==> src/hdl/rci_consts.svh <==
// offsets, field positions, reset values and counts for the reset and cycle clock block
`ifndef RCI_CONSTS_SVH
`define RCI_CONSTS_SVH

`define RCI_OFF_CTRL    12'h000
`define RCI_OFF_STATUS  12'h004
`define RCI_OFF_ACC     12'h008
`define RCI_OFF_RAMADDR 12'h00c
`define RCI_OFF_PC      12'h010
`define RCI_OFF_EN      12'h014
`define RCI_OFF_QLATCH  12'h018
`define RCI_OFF_GLATCH  12'h01c
`define RCI_OFF_DPORT   12'h020
`define RCI_OFF_SHIFTER 12'h024
`define RCI_OFF_CARRY   12'h028
`define RCI_OFF_CMD     12'h02c
`define RCI_OFF_SAVE0   12'h030
`define RCI_OFF_SAVE1   12'h034
`define RCI_OFF_SAVE2   12'h038
`define RCI_RAM_PAGE    4'h1

`define RCI_CTRL_SRC_LO 0
`define RCI_CTRL_DIV8   2
`define RCI_CTRL_AUXIN  3
`define RCI_CTRL_REDPIN 4
`define RCI_CTRL_RESET  5'h00

`define RCI_CMD_READ_INPUT_LATCHES_INSTR    0
`define RCI_CMD_PUSH    1
`define RCI_CMD_POP     2

`define RCI_EN_LDRV     2

`define RCI_DIV_XTAL    5'd16
`define RCI_DIV_OPT     5'd8
`define RCI_DIV_RC      5'd4
`define RCI_RESET_CYCLES 2'd3

`endif

==> src/hdl/rci_pkg.sv <==
// types shared by the reset and cycle clock block
package rci_pkg;
    typedef enum logic [1:0] {
        RCI_SRC_XTAL = 2'b00,
        RCI_SRC_EXT  = 2'b01,
        RCI_SRC_RC   = 2'b10,
        RCI_SRC_SYNC = 2'b11
    } rci_src_e;

    // gray along run -> low1 -> low2 -> init
    typedef enum logic [1:0] {
        RCI_RQ_RUN  = 2'b00,
        RCI_RQ_LOW1 = 2'b01,
        RCI_RQ_LOW2 = 2'b11,
        RCI_RQ_INIT = 2'b10
    } rci_rq_e;

    typedef struct packed {
        logic     reduced_pin;
        logic     aux_gen_input;
        logic     div8;
        rci_src_e src;
    } rci_ctrl_s;
endpackage

==> src/hdl/rci_cycle_div.sv <==
// instruction cycle pulse generator for crystal, external, rc and sync sources
`timescale 1ns/100ps
`include "rci_consts.svh"
module rci_cycle_div
    import rci_pkg::*;
(
    input  wire logic      pclk,
    input  wire logic      presetn,
    input  wire logic      ce,
    input  wire rci_ctrl_s ctrl,
    input  wire logic      osc_in,
    input  wire logic      aux_in,
    output logic           cycle_pulse
);
    logic       osc_prev_q;
    logic       aux_prev_q;
    logic [4:0] cnt_q;
    logic [4:0] period;
    logic       osc_rise;
    logic       aux_rise;

    // rc divides by four; crystal and external clock by sixteen or the eight option
    always_comb
    begin
        if (ctrl.src == RCI_SRC_RC)
            period = `RCI_DIV_RC;
        else if (ctrl.div8)
            period = `RCI_DIV_OPT;
        else
            period = `RCI_DIV_XTAL;
    end

    assign osc_rise = osc_in & ~osc_prev_q;
    assign aux_rise = aux_in & ~aux_prev_q;

    // edge history of both clock pins
    always_ff @(posedge pclk or negedge presetn)
    begin
        if (!presetn)
        begin
            osc_prev_q <= 1'b0;
            aux_prev_q <= 1'b0;
        end
        else if (ce)
        begin
            osc_prev_q <= osc_in;
            aux_prev_q <= aux_in;
        end
    end

    // period counter; in sync mode the peer's pulse on the aux pin sets the cycle
    always_ff @(posedge pclk or negedge presetn)
    begin
        if (!presetn)
        begin
            cnt_q       <= 5'h00;
            cycle_pulse <= 1'b0;
        end
        else if (ce)
        begin
            if (ctrl.src == RCI_SRC_SYNC)
            begin
                cnt_q       <= 5'h00;
                cycle_pulse <= aux_rise;
            end
            else if (osc_rise && (cnt_q >= period - 5'h01))
            begin
                cnt_q       <= 5'h00;
                cycle_pulse <= 1'b1;
            end
            else
            begin
                cnt_q       <= osc_rise ? cnt_q + 5'h01 : cnt_q;
                cycle_pulse <= 1'b0;
            end
        end
    end

    // a cycle pulse always follows an edge of the selected source
    pulse_cause_a: assert property (@(posedge pclk) disable iff (!presetn)
        (ce && $past(ce) && $rose(cycle_pulse)) |->
            $past(ctrl.src == RCI_SRC_SYNC ? aux_rise : osc_rise))
        else $error("cycle pulse without a source edge");
endmodule // rci_cycle_div

==> src/hdl/rci_reset_qual.sv <==
// reset pin qualifier: three low samples, one per instruction cycle
`timescale 1ns/100ps
`include "rci_consts.svh"
module rci_reset_qual
    import rci_pkg::*;
(
    input  wire logic pclk,
    input  wire logic presetn,
    input  wire logic ce,
    input  wire logic cycle_pulse,
    input  wire logic reset_pin_n,
    output logic      init_q
);
    rci_rq_e state_q;

    // power-up clear starts in init, same effect as a qualified pin reset
    always_ff @(posedge pclk or negedge presetn)
    begin
        if (!presetn)
            state_q <= RCI_RQ_INIT;
        else if (ce && cycle_pulse)
        begin
            case (state_q)
                RCI_RQ_RUN:  state_q <= reset_pin_n ? RCI_RQ_RUN : RCI_RQ_LOW1;
                RCI_RQ_LOW1: state_q <= reset_pin_n ? RCI_RQ_RUN : RCI_RQ_LOW2;
                RCI_RQ_LOW2: state_q <= reset_pin_n ? RCI_RQ_RUN : RCI_RQ_INIT;
                default:     state_q <= reset_pin_n ? RCI_RQ_RUN : RCI_RQ_INIT;
            endcase
        end
    end

    always_ff @(posedge pclk or negedge presetn)
    begin
        if (!presetn)
            init_q <= 1'b1;
        else if (ce && cycle_pulse)
            init_q <= !reset_pin_n && (state_q == RCI_RQ_LOW2 || state_q == RCI_RQ_INIT);
    end

    // init may only begin from low2, on the third low sample
    init_entry_a: assert property (@(posedge pclk) disable iff (!presetn)
        $rose(init_q) |-> $past(state_q == RCI_RQ_LOW2 && cycle_pulse && ce))
        else $error("init entered without three low samples");
endmodule // rci_reset_qual

==> src/hdl/rci_top.sv <==
// reset, cycle clock and architectural register core with apb access
//
// The placing of the registers and the APB interface to the registers were left to the implementer.
`timescale 1ns/100ps
`include "rci_consts.svh"
module rci_top
    import rci_pkg::*;
(
    input  wire logic        pclk,
    input  wire logic        presetn,
    input  wire logic        ce,
    input  wire logic        psel,
    input  wire logic        penable,
    input  wire logic        pwrite,
    input  wire logic [11:0] paddr,
    input  wire logic [31:0] pwdata,
    output logic      [31:0] prdata,
    output logic             pready,
    output logic             pslverr,
    input  wire logic        reset_pin_n,
    input  wire logic        oscillator_input_pin,
    input  wire logic        auxiliary_oscillator_pin,
    input  wire logic [3:0]  gen_in,
    output logic             shift_clock_output,
    output logic [7:0]       lport_out,
    output logic             lport_oe,
    output logic [3:0]       dport_out,
    output logic [3:0]       gport_out,
    output logic             init_active
);
    rci_ctrl_s  ctrl_q;
    logic       cycle_pulse;
    logic       init;
    logic [3:0] acc_q;
    logic [1:0] ram_row_field_q;
    logic [3:0] ram_digit_field_q;
    logic [9:0] pc_q;
    logic [9:0] return_save_first_q;
    logic [9:0] return_save_second_q;
    logic [9:0] return_save_third_q;
    logic [3:0] en_q;
    logic [7:0] q_latch_q;
    logic [3:0] g_latch_q;
    logic [3:0] d_q;
    logic [3:0] shifter_counter_q;
    logic       carry_q;
    logic [1:0] input_edge_latches_q;
    logic [3:0] gen_prev_q;
    logic [3:0] ram_mem [0:63];
    logic       acc_phase;
    logic       wr_fire;
    logic       is_ram;
    logic       mapped;
    logic [5:0] ram_idx;
    logic       read_input_latches_instr_cmd;
    logic       push_cmd;
    logic       pop_cmd;
    logic [1:0] il_set;
    logic [31:0] rd_d;

    rci_cycle_div u_div (
        .pclk        (pclk),
        .presetn     (presetn),
        .ce          (ce),
        .ctrl        (ctrl_q),
        .osc_in      (oscillator_input_pin),
        .aux_in      (auxiliary_oscillator_pin),
        .cycle_pulse (cycle_pulse)
    );

    rci_reset_qual u_rq (
        .pclk        (pclk),
        .presetn     (presetn),
        .ce          (ce),
        .cycle_pulse (cycle_pulse),
        .reset_pin_n (reset_pin_n),
        .init_q      (init)
    );

    // bus decode; one wait state so read data comes from a flop
    assign acc_phase = psel && penable && ce;
    assign wr_fire   = acc_phase && pready && pwrite && !pslverr;
    assign is_ram    = (paddr[11:8] == `RCI_RAM_PAGE);
    assign ram_idx   = paddr[7:2];
    assign read_input_latches_instr_cmd  = wr_fire && paddr == `RCI_OFF_CMD && pwdata[`RCI_CMD_READ_INPUT_LATCHES_INSTR];
    assign push_cmd  = wr_fire && paddr == `RCI_OFF_CMD && pwdata[`RCI_CMD_PUSH];
    assign pop_cmd   = wr_fire && paddr == `RCI_OFF_CMD && pwdata[`RCI_CMD_POP];

    // falling edges on the top and bottom general inputs; none on the reduced part
    assign il_set = ctrl_q.reduced_pin ? 2'b00 :
                    {gen_prev_q[3] & ~gen_in[3], gen_prev_q[0] & ~gen_in[0]};

    // read mux and address check
    always_comb
    begin
        rd_d   = 32'h0000_0000;
        mapped = 1'b1;
        if (is_ram)
            rd_d = {28'h000_0000, ram_mem[ram_idx]};
        else if (paddr == `RCI_OFF_CTRL)
            rd_d = {27'h000_0000, ctrl_q};
        else if (paddr == `RCI_OFF_STATUS)
            rd_d = {28'h000_0000, input_edge_latches_q, cycle_pulse, init};
        else if (paddr == `RCI_OFF_ACC)
            rd_d = {28'h000_0000, acc_q};
        else if (paddr == `RCI_OFF_RAMADDR)
            rd_d = {26'h000_0000, ram_row_field_q, ram_digit_field_q};
        else if (paddr == `RCI_OFF_PC)
            rd_d = {22'h00_0000, pc_q};
        else if (paddr == `RCI_OFF_EN)
            rd_d = {28'h000_0000, en_q};
        else if (paddr == `RCI_OFF_QLATCH)
            rd_d = {24'h00_0000, q_latch_q};
        else if (paddr == `RCI_OFF_GLATCH)
            rd_d = {28'h000_0000, g_latch_q};
        else if (paddr == `RCI_OFF_DPORT)
            rd_d = {28'h000_0000, d_q};
        else if (paddr == `RCI_OFF_SHIFTER)
            rd_d = {28'h000_0000, shifter_counter_q};
        else if (paddr == `RCI_OFF_CARRY)
            rd_d = {31'h0000_0000, carry_q};
        else if (paddr == `RCI_OFF_CMD)
            rd_d = 32'h0000_0000;
        else if (paddr == `RCI_OFF_SAVE0)
            rd_d = {22'h00_0000, return_save_first_q};
        else if (paddr == `RCI_OFF_SAVE1)
            rd_d = {22'h00_0000, return_save_second_q};
        else if (paddr == `RCI_OFF_SAVE2)
            rd_d = {22'h00_0000, return_save_third_q};
        else
            mapped = 1'b0;
    end

    // apb handshake: ready one cycle into the access phase, then dropped
    always_ff @(posedge pclk or negedge presetn)
    begin
        if (!presetn)
        begin
            pready  <= 1'b0;
            pslverr <= 1'b0;
            prdata  <= 32'h0000_0000;
        end
        else if (ce)
        begin
            pready  <= acc_phase && !pready;
            pslverr <= acc_phase && !pready && !mapped;
            prdata  <= (acc_phase && !pready && !pwrite) ? rd_d : 32'h0000_0000;
        end
    end

    // data memory has no reset and init never touches it
    always_ff @(posedge pclk)
    begin
        if (wr_fire && is_ram)
            ram_mem[ram_idx] <= pwdata[3:0];
    end

    // configuration; not part of the init clear
    always_ff @(posedge pclk or negedge presetn)
    begin
        if (!presetn)
            ctrl_q <= `RCI_CTRL_RESET;
        else if (ce && wr_fire && paddr == `RCI_OFF_CTRL)
            ctrl_q <= pwdata[4:0];
    end

    // accumulator: init clear wins, then input-latch read, then bus write
    always_ff @(posedge pclk or negedge presetn)
    begin
        if (!presetn)
            acc_q <= 4'h0;
        else if (ce)
        begin
            if (init)
                acc_q <= 4'h0;
            else if (read_input_latches_instr_cmd)
                acc_q <= {input_edge_latches_q[1],
                          ctrl_q.aux_gen_input & auxiliary_oscillator_pin,
                          1'b0, input_edge_latches_q[0]};
            else if (wr_fire && paddr == `RCI_OFF_ACC)
                acc_q <= pwdata[3:0];
        end
    end

    // registers that init clears
    always_ff @(posedge pclk or negedge presetn)
    begin
        if (!presetn)
        begin
            ram_row_field_q   <= 2'h0;
            ram_digit_field_q <= 4'h0;
            pc_q              <= 10'h000;
            en_q              <= 4'h0;
            g_latch_q         <= 4'h0;
            d_q               <= 4'h0;
            carry_q           <= 1'b0;
        end
        else if (ce)
        begin
            if (init)
            begin
                ram_row_field_q   <= 2'h0;
                ram_digit_field_q <= 4'h0;
                pc_q              <= 10'h000;
                en_q              <= 4'h0;
                g_latch_q         <= 4'h0;
                d_q               <= 4'h0;
                carry_q           <= 1'b0;
            end
            else if (wr_fire)
            begin
                if (paddr == `RCI_OFF_RAMADDR)
                    {ram_row_field_q, ram_digit_field_q} <= pwdata[5:0];
                if (paddr == `RCI_OFF_PC)
                    pc_q <= pwdata[9:0];
                else if (pop_cmd)
                    pc_q <= return_save_first_q;
                if (paddr == `RCI_OFF_EN)
                    en_q <= pwdata[3:0];
                if (paddr == `RCI_OFF_GLATCH)
                    g_latch_q <= pwdata[3:0];
                if (paddr == `RCI_OFF_DPORT)
                    d_q <= pwdata[3:0];
                if (paddr == `RCI_OFF_CARRY)
                    carry_q <= pwdata[0];
            end
        end
    end

    // parallel latch and shifter keep their contents over init
    always_ff @(posedge pclk or negedge presetn)
    begin
        if (!presetn)
        begin
            q_latch_q         <= 8'h00;
            shifter_counter_q <= 4'h0;
        end
        else if (ce && wr_fire)
        begin
            if (paddr == `RCI_OFF_QLATCH)
                q_latch_q <= pwdata[7:0];
            if (paddr == `RCI_OFF_SHIFTER)
                shifter_counter_q <= pwdata[3:0];
        end
    end

    // three-deep return stack; deepest entry is lost on push
    always_ff @(posedge pclk or negedge presetn)
    begin
        if (!presetn)
        begin
            return_save_first_q  <= 10'h000;
            return_save_second_q <= 10'h000;
            return_save_third_q  <= 10'h000;
        end
        else if (ce && !init)
        begin
            if (push_cmd)
            begin
                return_save_first_q  <= pc_q + 10'h001;
                return_save_second_q <= return_save_first_q;
                return_save_third_q  <= return_save_second_q;
            end
            else if (pop_cmd)
            begin
                return_save_first_q  <= return_save_second_q;
                return_save_second_q <= return_save_third_q;
            end
        end
    end

    // edge latches: a falling edge in the clearing cycle still sets
    always_ff @(posedge pclk or negedge presetn)
    begin
        if (!presetn)
        begin
            gen_prev_q           <= 4'hf;
            input_edge_latches_q <= 2'b00;
        end
        else if (ce)
        begin
            gen_prev_q           <= gen_in;
            input_edge_latches_q <= il_set | (read_input_latches_instr_cmd ? 2'b00 : input_edge_latches_q);
        end
    end

    // pin outputs; the l drivers go high impedance when the enable bit is low
    always_ff @(posedge pclk or negedge presetn)
    begin
        if (!presetn)
        begin
            shift_clock_output <= 1'b0;
            lport_out          <= 8'h00;
            lport_oe           <= 1'b0;
            dport_out          <= 4'h0;
            gport_out          <= 4'h0;
            init_active        <= 1'b1;
        end
        else if (ce)
        begin
            shift_clock_output <= cycle_pulse && !init;
            lport_out          <= q_latch_q;
            lport_oe           <= en_q[`RCI_EN_LDRV] && !init;
            dport_out          <= d_q;
            gport_out          <= g_latch_q;
            init_active        <= init;
        end
    end

    // init leaves the program counter and accumulator at zero one cycle later
    init_clear_a: assert property (@(posedge pclk) disable iff (!presetn)
        (init && ce) |=> (pc_q == 10'h000 && acc_q == 4'h0 && en_q == 4'h0))
        else $error("init did not clear core registers");

    // blanked drivers stay off while enable bit is low
    lport_blank_a: assert property (@(posedge pclk) disable iff (!presetn)
        (ce && !en_q[`RCI_EN_LDRV]) |=> !lport_oe)
        else $error("parallel drivers on while disabled");

    // sync output follows each cycle pulse outside init
    sk_sync_a: assert property (@(posedge pclk) disable iff (!presetn)
        (ce && cycle_pulse && !init) |=> shift_clock_output)
        else $error("shift clock missed a cycle pulse");

    // input-latch read places both latches and a zero bit 1 in the documented bits
    read_input_latches_instr_load_a: assert property (@(posedge pclk) disable iff (!presetn)
        (read_input_latches_instr_cmd && !init) |=> (acc_q[1] == 1'b0 &&
            acc_q[3] == $past(input_edge_latches_q[1]) &&
            acc_q[0] == $past(input_edge_latches_q[0])))
        else $error("input latch read loaded wrong bits");

    // ready comes exactly one cycle into an access and lasts one cycle
    apb_ready_a: assert property (@(posedge pclk) disable iff (!presetn)
        (ce && psel && penable && !pready) ##1 ce |-> pready ##1 (!ce || !pready))
        else $error("apb ready timing wrong");

    // reduced part never sets an edge latch
    reduced_pin_a: assert property (@(posedge pclk) disable iff (!presetn)
        (ce && ctrl_q.reduced_pin && input_edge_latches_q == 2'b00) |=>
            input_edge_latches_q == 2'b00)
        else $error("edge latch set on reduced part");
endmodule // rci_top

==> config.mk <==
export PLATFORM = sky130hd
export DESIGN_NAME = rci_top
export DESIGN_NICKNAME = d
export VERILOG_FILES = /design/src/hdl/rci_pkg.sv /design/src/hdl/rci_cycle_div.sv /design/src/hdl/rci_reset_qual.sv /design/src/hdl/rci_top.sv
export VERILOG_INCLUDE_DIRS = /design/src /design/src/hdl
export SDC_FILE = /design/constraint.sdc
export NUM_CORES = 1
export LEC_CHECK = 0
export BUFFER_PORTS_ARGS = -buffer_cell sky130_fd_sc_hd__buf_2
export CAP_MARGIN = 5
export CORE_UTILIZATION = 61
export CTS_CLUSTER_SIZE = 14
export DETAILED_ROUTE_END_ITERATION = 10
export PLACE_DENSITY = 0.87
export SKIP_LAST_GASP = 1
export SLEW_MARGIN = 20
export SYNTH_ARGS = -nofsm -noshare
export SYNTH_HDL_FRONTEND = slang
export SYNTH_SLANG_ARGS = --single-unit
==> constraint.sdc <==
create_clock -name pclk -period 2.9 [get_ports pclk]
set_input_delay 0.145 -clock pclk [delete_from_list [all_inputs] [get_ports pclk]]
set_output_delay 0.145 -clock pclk [all_outputs]
set_load 0.1 [all_outputs]
==> reports/results.ini <==
[route]
ant_nets=0
first_iter_violations=1528
drc=0
totalWireLength_um=43350
wire_per_inst_um=25.91
vias_per_cell=6.638
drt_first_pass_iters=8
vias=11110

[sta]
fmax_mhz=369.7
rsz0062_at_grt=no
finalCritPeriodShare=0.9328
skew_ps=23.81
setup_viol_count_final=0
finalHoldViolCount=0
max-slew-margin-rel=0.3897
fin_crit_ps=2705
tightest_slew_ps=912.1
tns_ps=0
drv_slew=0

[global_routing]
grt_util_met1=0.4146
met2_usage=0.5146
grt-ovfl-total=0
grt_max_degree=74
grt_usage=0.3114
gr-usage-met3=0.04957
grt_pass1_wl_um=65400
antenna_found_initial=1
busiest_layer=met2
grt_pass1_vias=10800

[power]
power_density_nw_per_um2=664.0
max-vdd-ir-drop_mv=0.6847
p_leak_uw=0.007031

[clock_network]
cts_max_path_buffers=3
ctsHoldBuffers=10
clock_latency_ps=550
htreeDepth=2
cts_buffers=38
tritoncts=done
clkSinkCount=382
clockRootBuffer=clkbuf_16
postCtsSetupRepairBufs=0
ctsResizeCount=0
path_clk_slew_ps=60

[setup_path]
startpoint_type=flip-flop
crit_arrival_ps=2890
end_kind=flip-flop
criticalPathCategory=reg -> reg
cp_data_required_time_ps=3080
crit_fanout=8

[synthesis]
ys_ff_latch=382
syn_inst=1179
synth_warnings=0
syn_area_per_cell_sq_um=14.38
syn_area_sq_um=16960
synth_ff_type=edfxtp_1
yosys-top-cells-area=edfxtp_1 (45%), dfrtp_1 (18%), mux4_2 (8.5%)
yosysTopAreaCell=edfxtp_1
synth.most_common_cell=edfxtp_1
synth.yosys.seq_area_share=0.6396
synth.distinct_cells=68
synth_edf_count=256
synth_commonest_cells=edfxtp_1 (256), dfrtp_1 (121), nand2_1 (98), nor2_1 (93), mux4_2 (64)
ys_async_sr_fraction=0.3298
synth.top_cell.area_share=0.4533

[floorplan]
pin_count=110
die_w_um=168.7
initial_core_util=0.6257
rows=60
die-area_sq_um=28470
core_area_sq_um=27100
die_h_um=168.7

[min_path]
hold_class=in -> reg

[finish]
area_growth_pct=12.65
fin_nets=1333
drive_gt1_frac=0.2321
design_area_sq_um=19100
diodes=0
final_core_util=0.7049
fill_cells=1719

[placement]
hpwl_um=27590
placed_cell_area_sq_um=17760
place_congestion=0.9648
port_buffers=63

[job]
cap_violations=0

[status]
status=finished, final reports clean

[registers in the layout, indices dropped and copies added (netlist names), 8 cells and up]
signal                cells
pc_q                     10
ram_mem                 256
return_save_third_q      10
q_latch_q                 8
return_save_second_q     10
lport_out                 8
return_save_first_q      10
prdata                   10
[area by class of cell]
| cell class | count | area [sq um] | share of cell area |
|---|---|---|---|
| Clock inverter | 19 | 217.7 | 0.01140 |
| Inverter | 14 | 52.55 | 0.002751 |
| Timing Repair Buffer | 127 | 844.6 | 0.04421 |
| Tap cell | 372 | 465.4 | 0.02436 |
| Sequential cell | 382 | 10850 | 0.5678 |
| Multi-Input combinational cell | 709 | 5650 | 0.2958 |
| Clock buffer | 50 | 1026 | 0.05371 |
[layout by cell type, fill, tap and decap left out, types with 10 or more instances in the layout]
cell type	count
inv_1	14
dlygate4sd3_1	10
nor2b_1	10
o21ai_0	29
nor2_1	93
buf_2	60
o2bb2ai_1	26
a21oi_1	40
buf_4	55
or3_1	11
edfxtp_1	256
nand2_1	98
o21ai_1	12
nand3_1	11
o22ai_1	10
clkbuf_16	38
mux2i_1	60
mux2_1	14
dfrtp_1	121
conb_1	22
mux4_2	64
mux2_2	44
nor3_1	29
[cells by family (layout without fill, tap and decap cells)]
group | after synthesis | after routing | synth area share
DFF | 382 | 382 | 0.6396
and+or+nand+nor | 299 | 299 | 0.08234
AOI/OAI and AO/OA | 188 | 188 | 0.07504
muxes | 187 | 187 | 0.1634
buffers and inverters | 109 | 210 | 0.03180
xor gates and xnor gates | 9 | 9 | 0.004649
adders and majority gates | 4 | 4 | 0.002951
other | 1 | 22 | 0.0002211
[critical path: stages (launching register included)]
cell and delay (ps):
dfrtp_1 390, nand2_1 80, or3_1 480, nor3_1 380, nand2_1 520, nor2_1 510
[report_power, final]
group | switching, uW | leakage (uW) | total [uW] | internal, uW
Clock | 2100 | 0.000604 | 4890 | 2790
Sequential | 198 | 0.00389 | 6240 | 6040
Combinational | 1120 | 0.00253 | 1550 | 435
[worst paths after layout]
kind                           start                     end  slack [ps]  depth (start not counted)
setup / recovery              pready          ram_mem[58][2]         190                          5
hold / removal             pwdata[8]                 pc_q[8]          40                          4
setup reg to reg              pready          ram_mem[58][2]         190                          5
hold reg to reg            prdata[6]               prdata[6]         490                          1
max in group asynchronous    presetn                  pready        1790                          3
min in group asynchronous    presetn  return_save_third_q[6]         250                          2
[through the flow]
stage               total power, uW  setup WS (ps)  hold WS [ps]  cells
floorplan                      7441          212.2        -150.6   1200
CTS                           12700          222.5         28.93   1673
detailed placement             7861          187.4         285.3   1594
finish                        12680          194.7         40.04   1673
global placement               7808          268.8         280.3   1594
global route                  13000          86.45         42.34   1673
[layer usage]
layer | share of wire | up-vias
met3 | 0.097 | 161
met4 | 0.045 | 2
met5 | 0.00025 | -
li1 | - | 4673
met2 | 0.49 | 796
met1 | 0.37 | 5473
No activity file was read; power rests on OpenSTA's default activity.
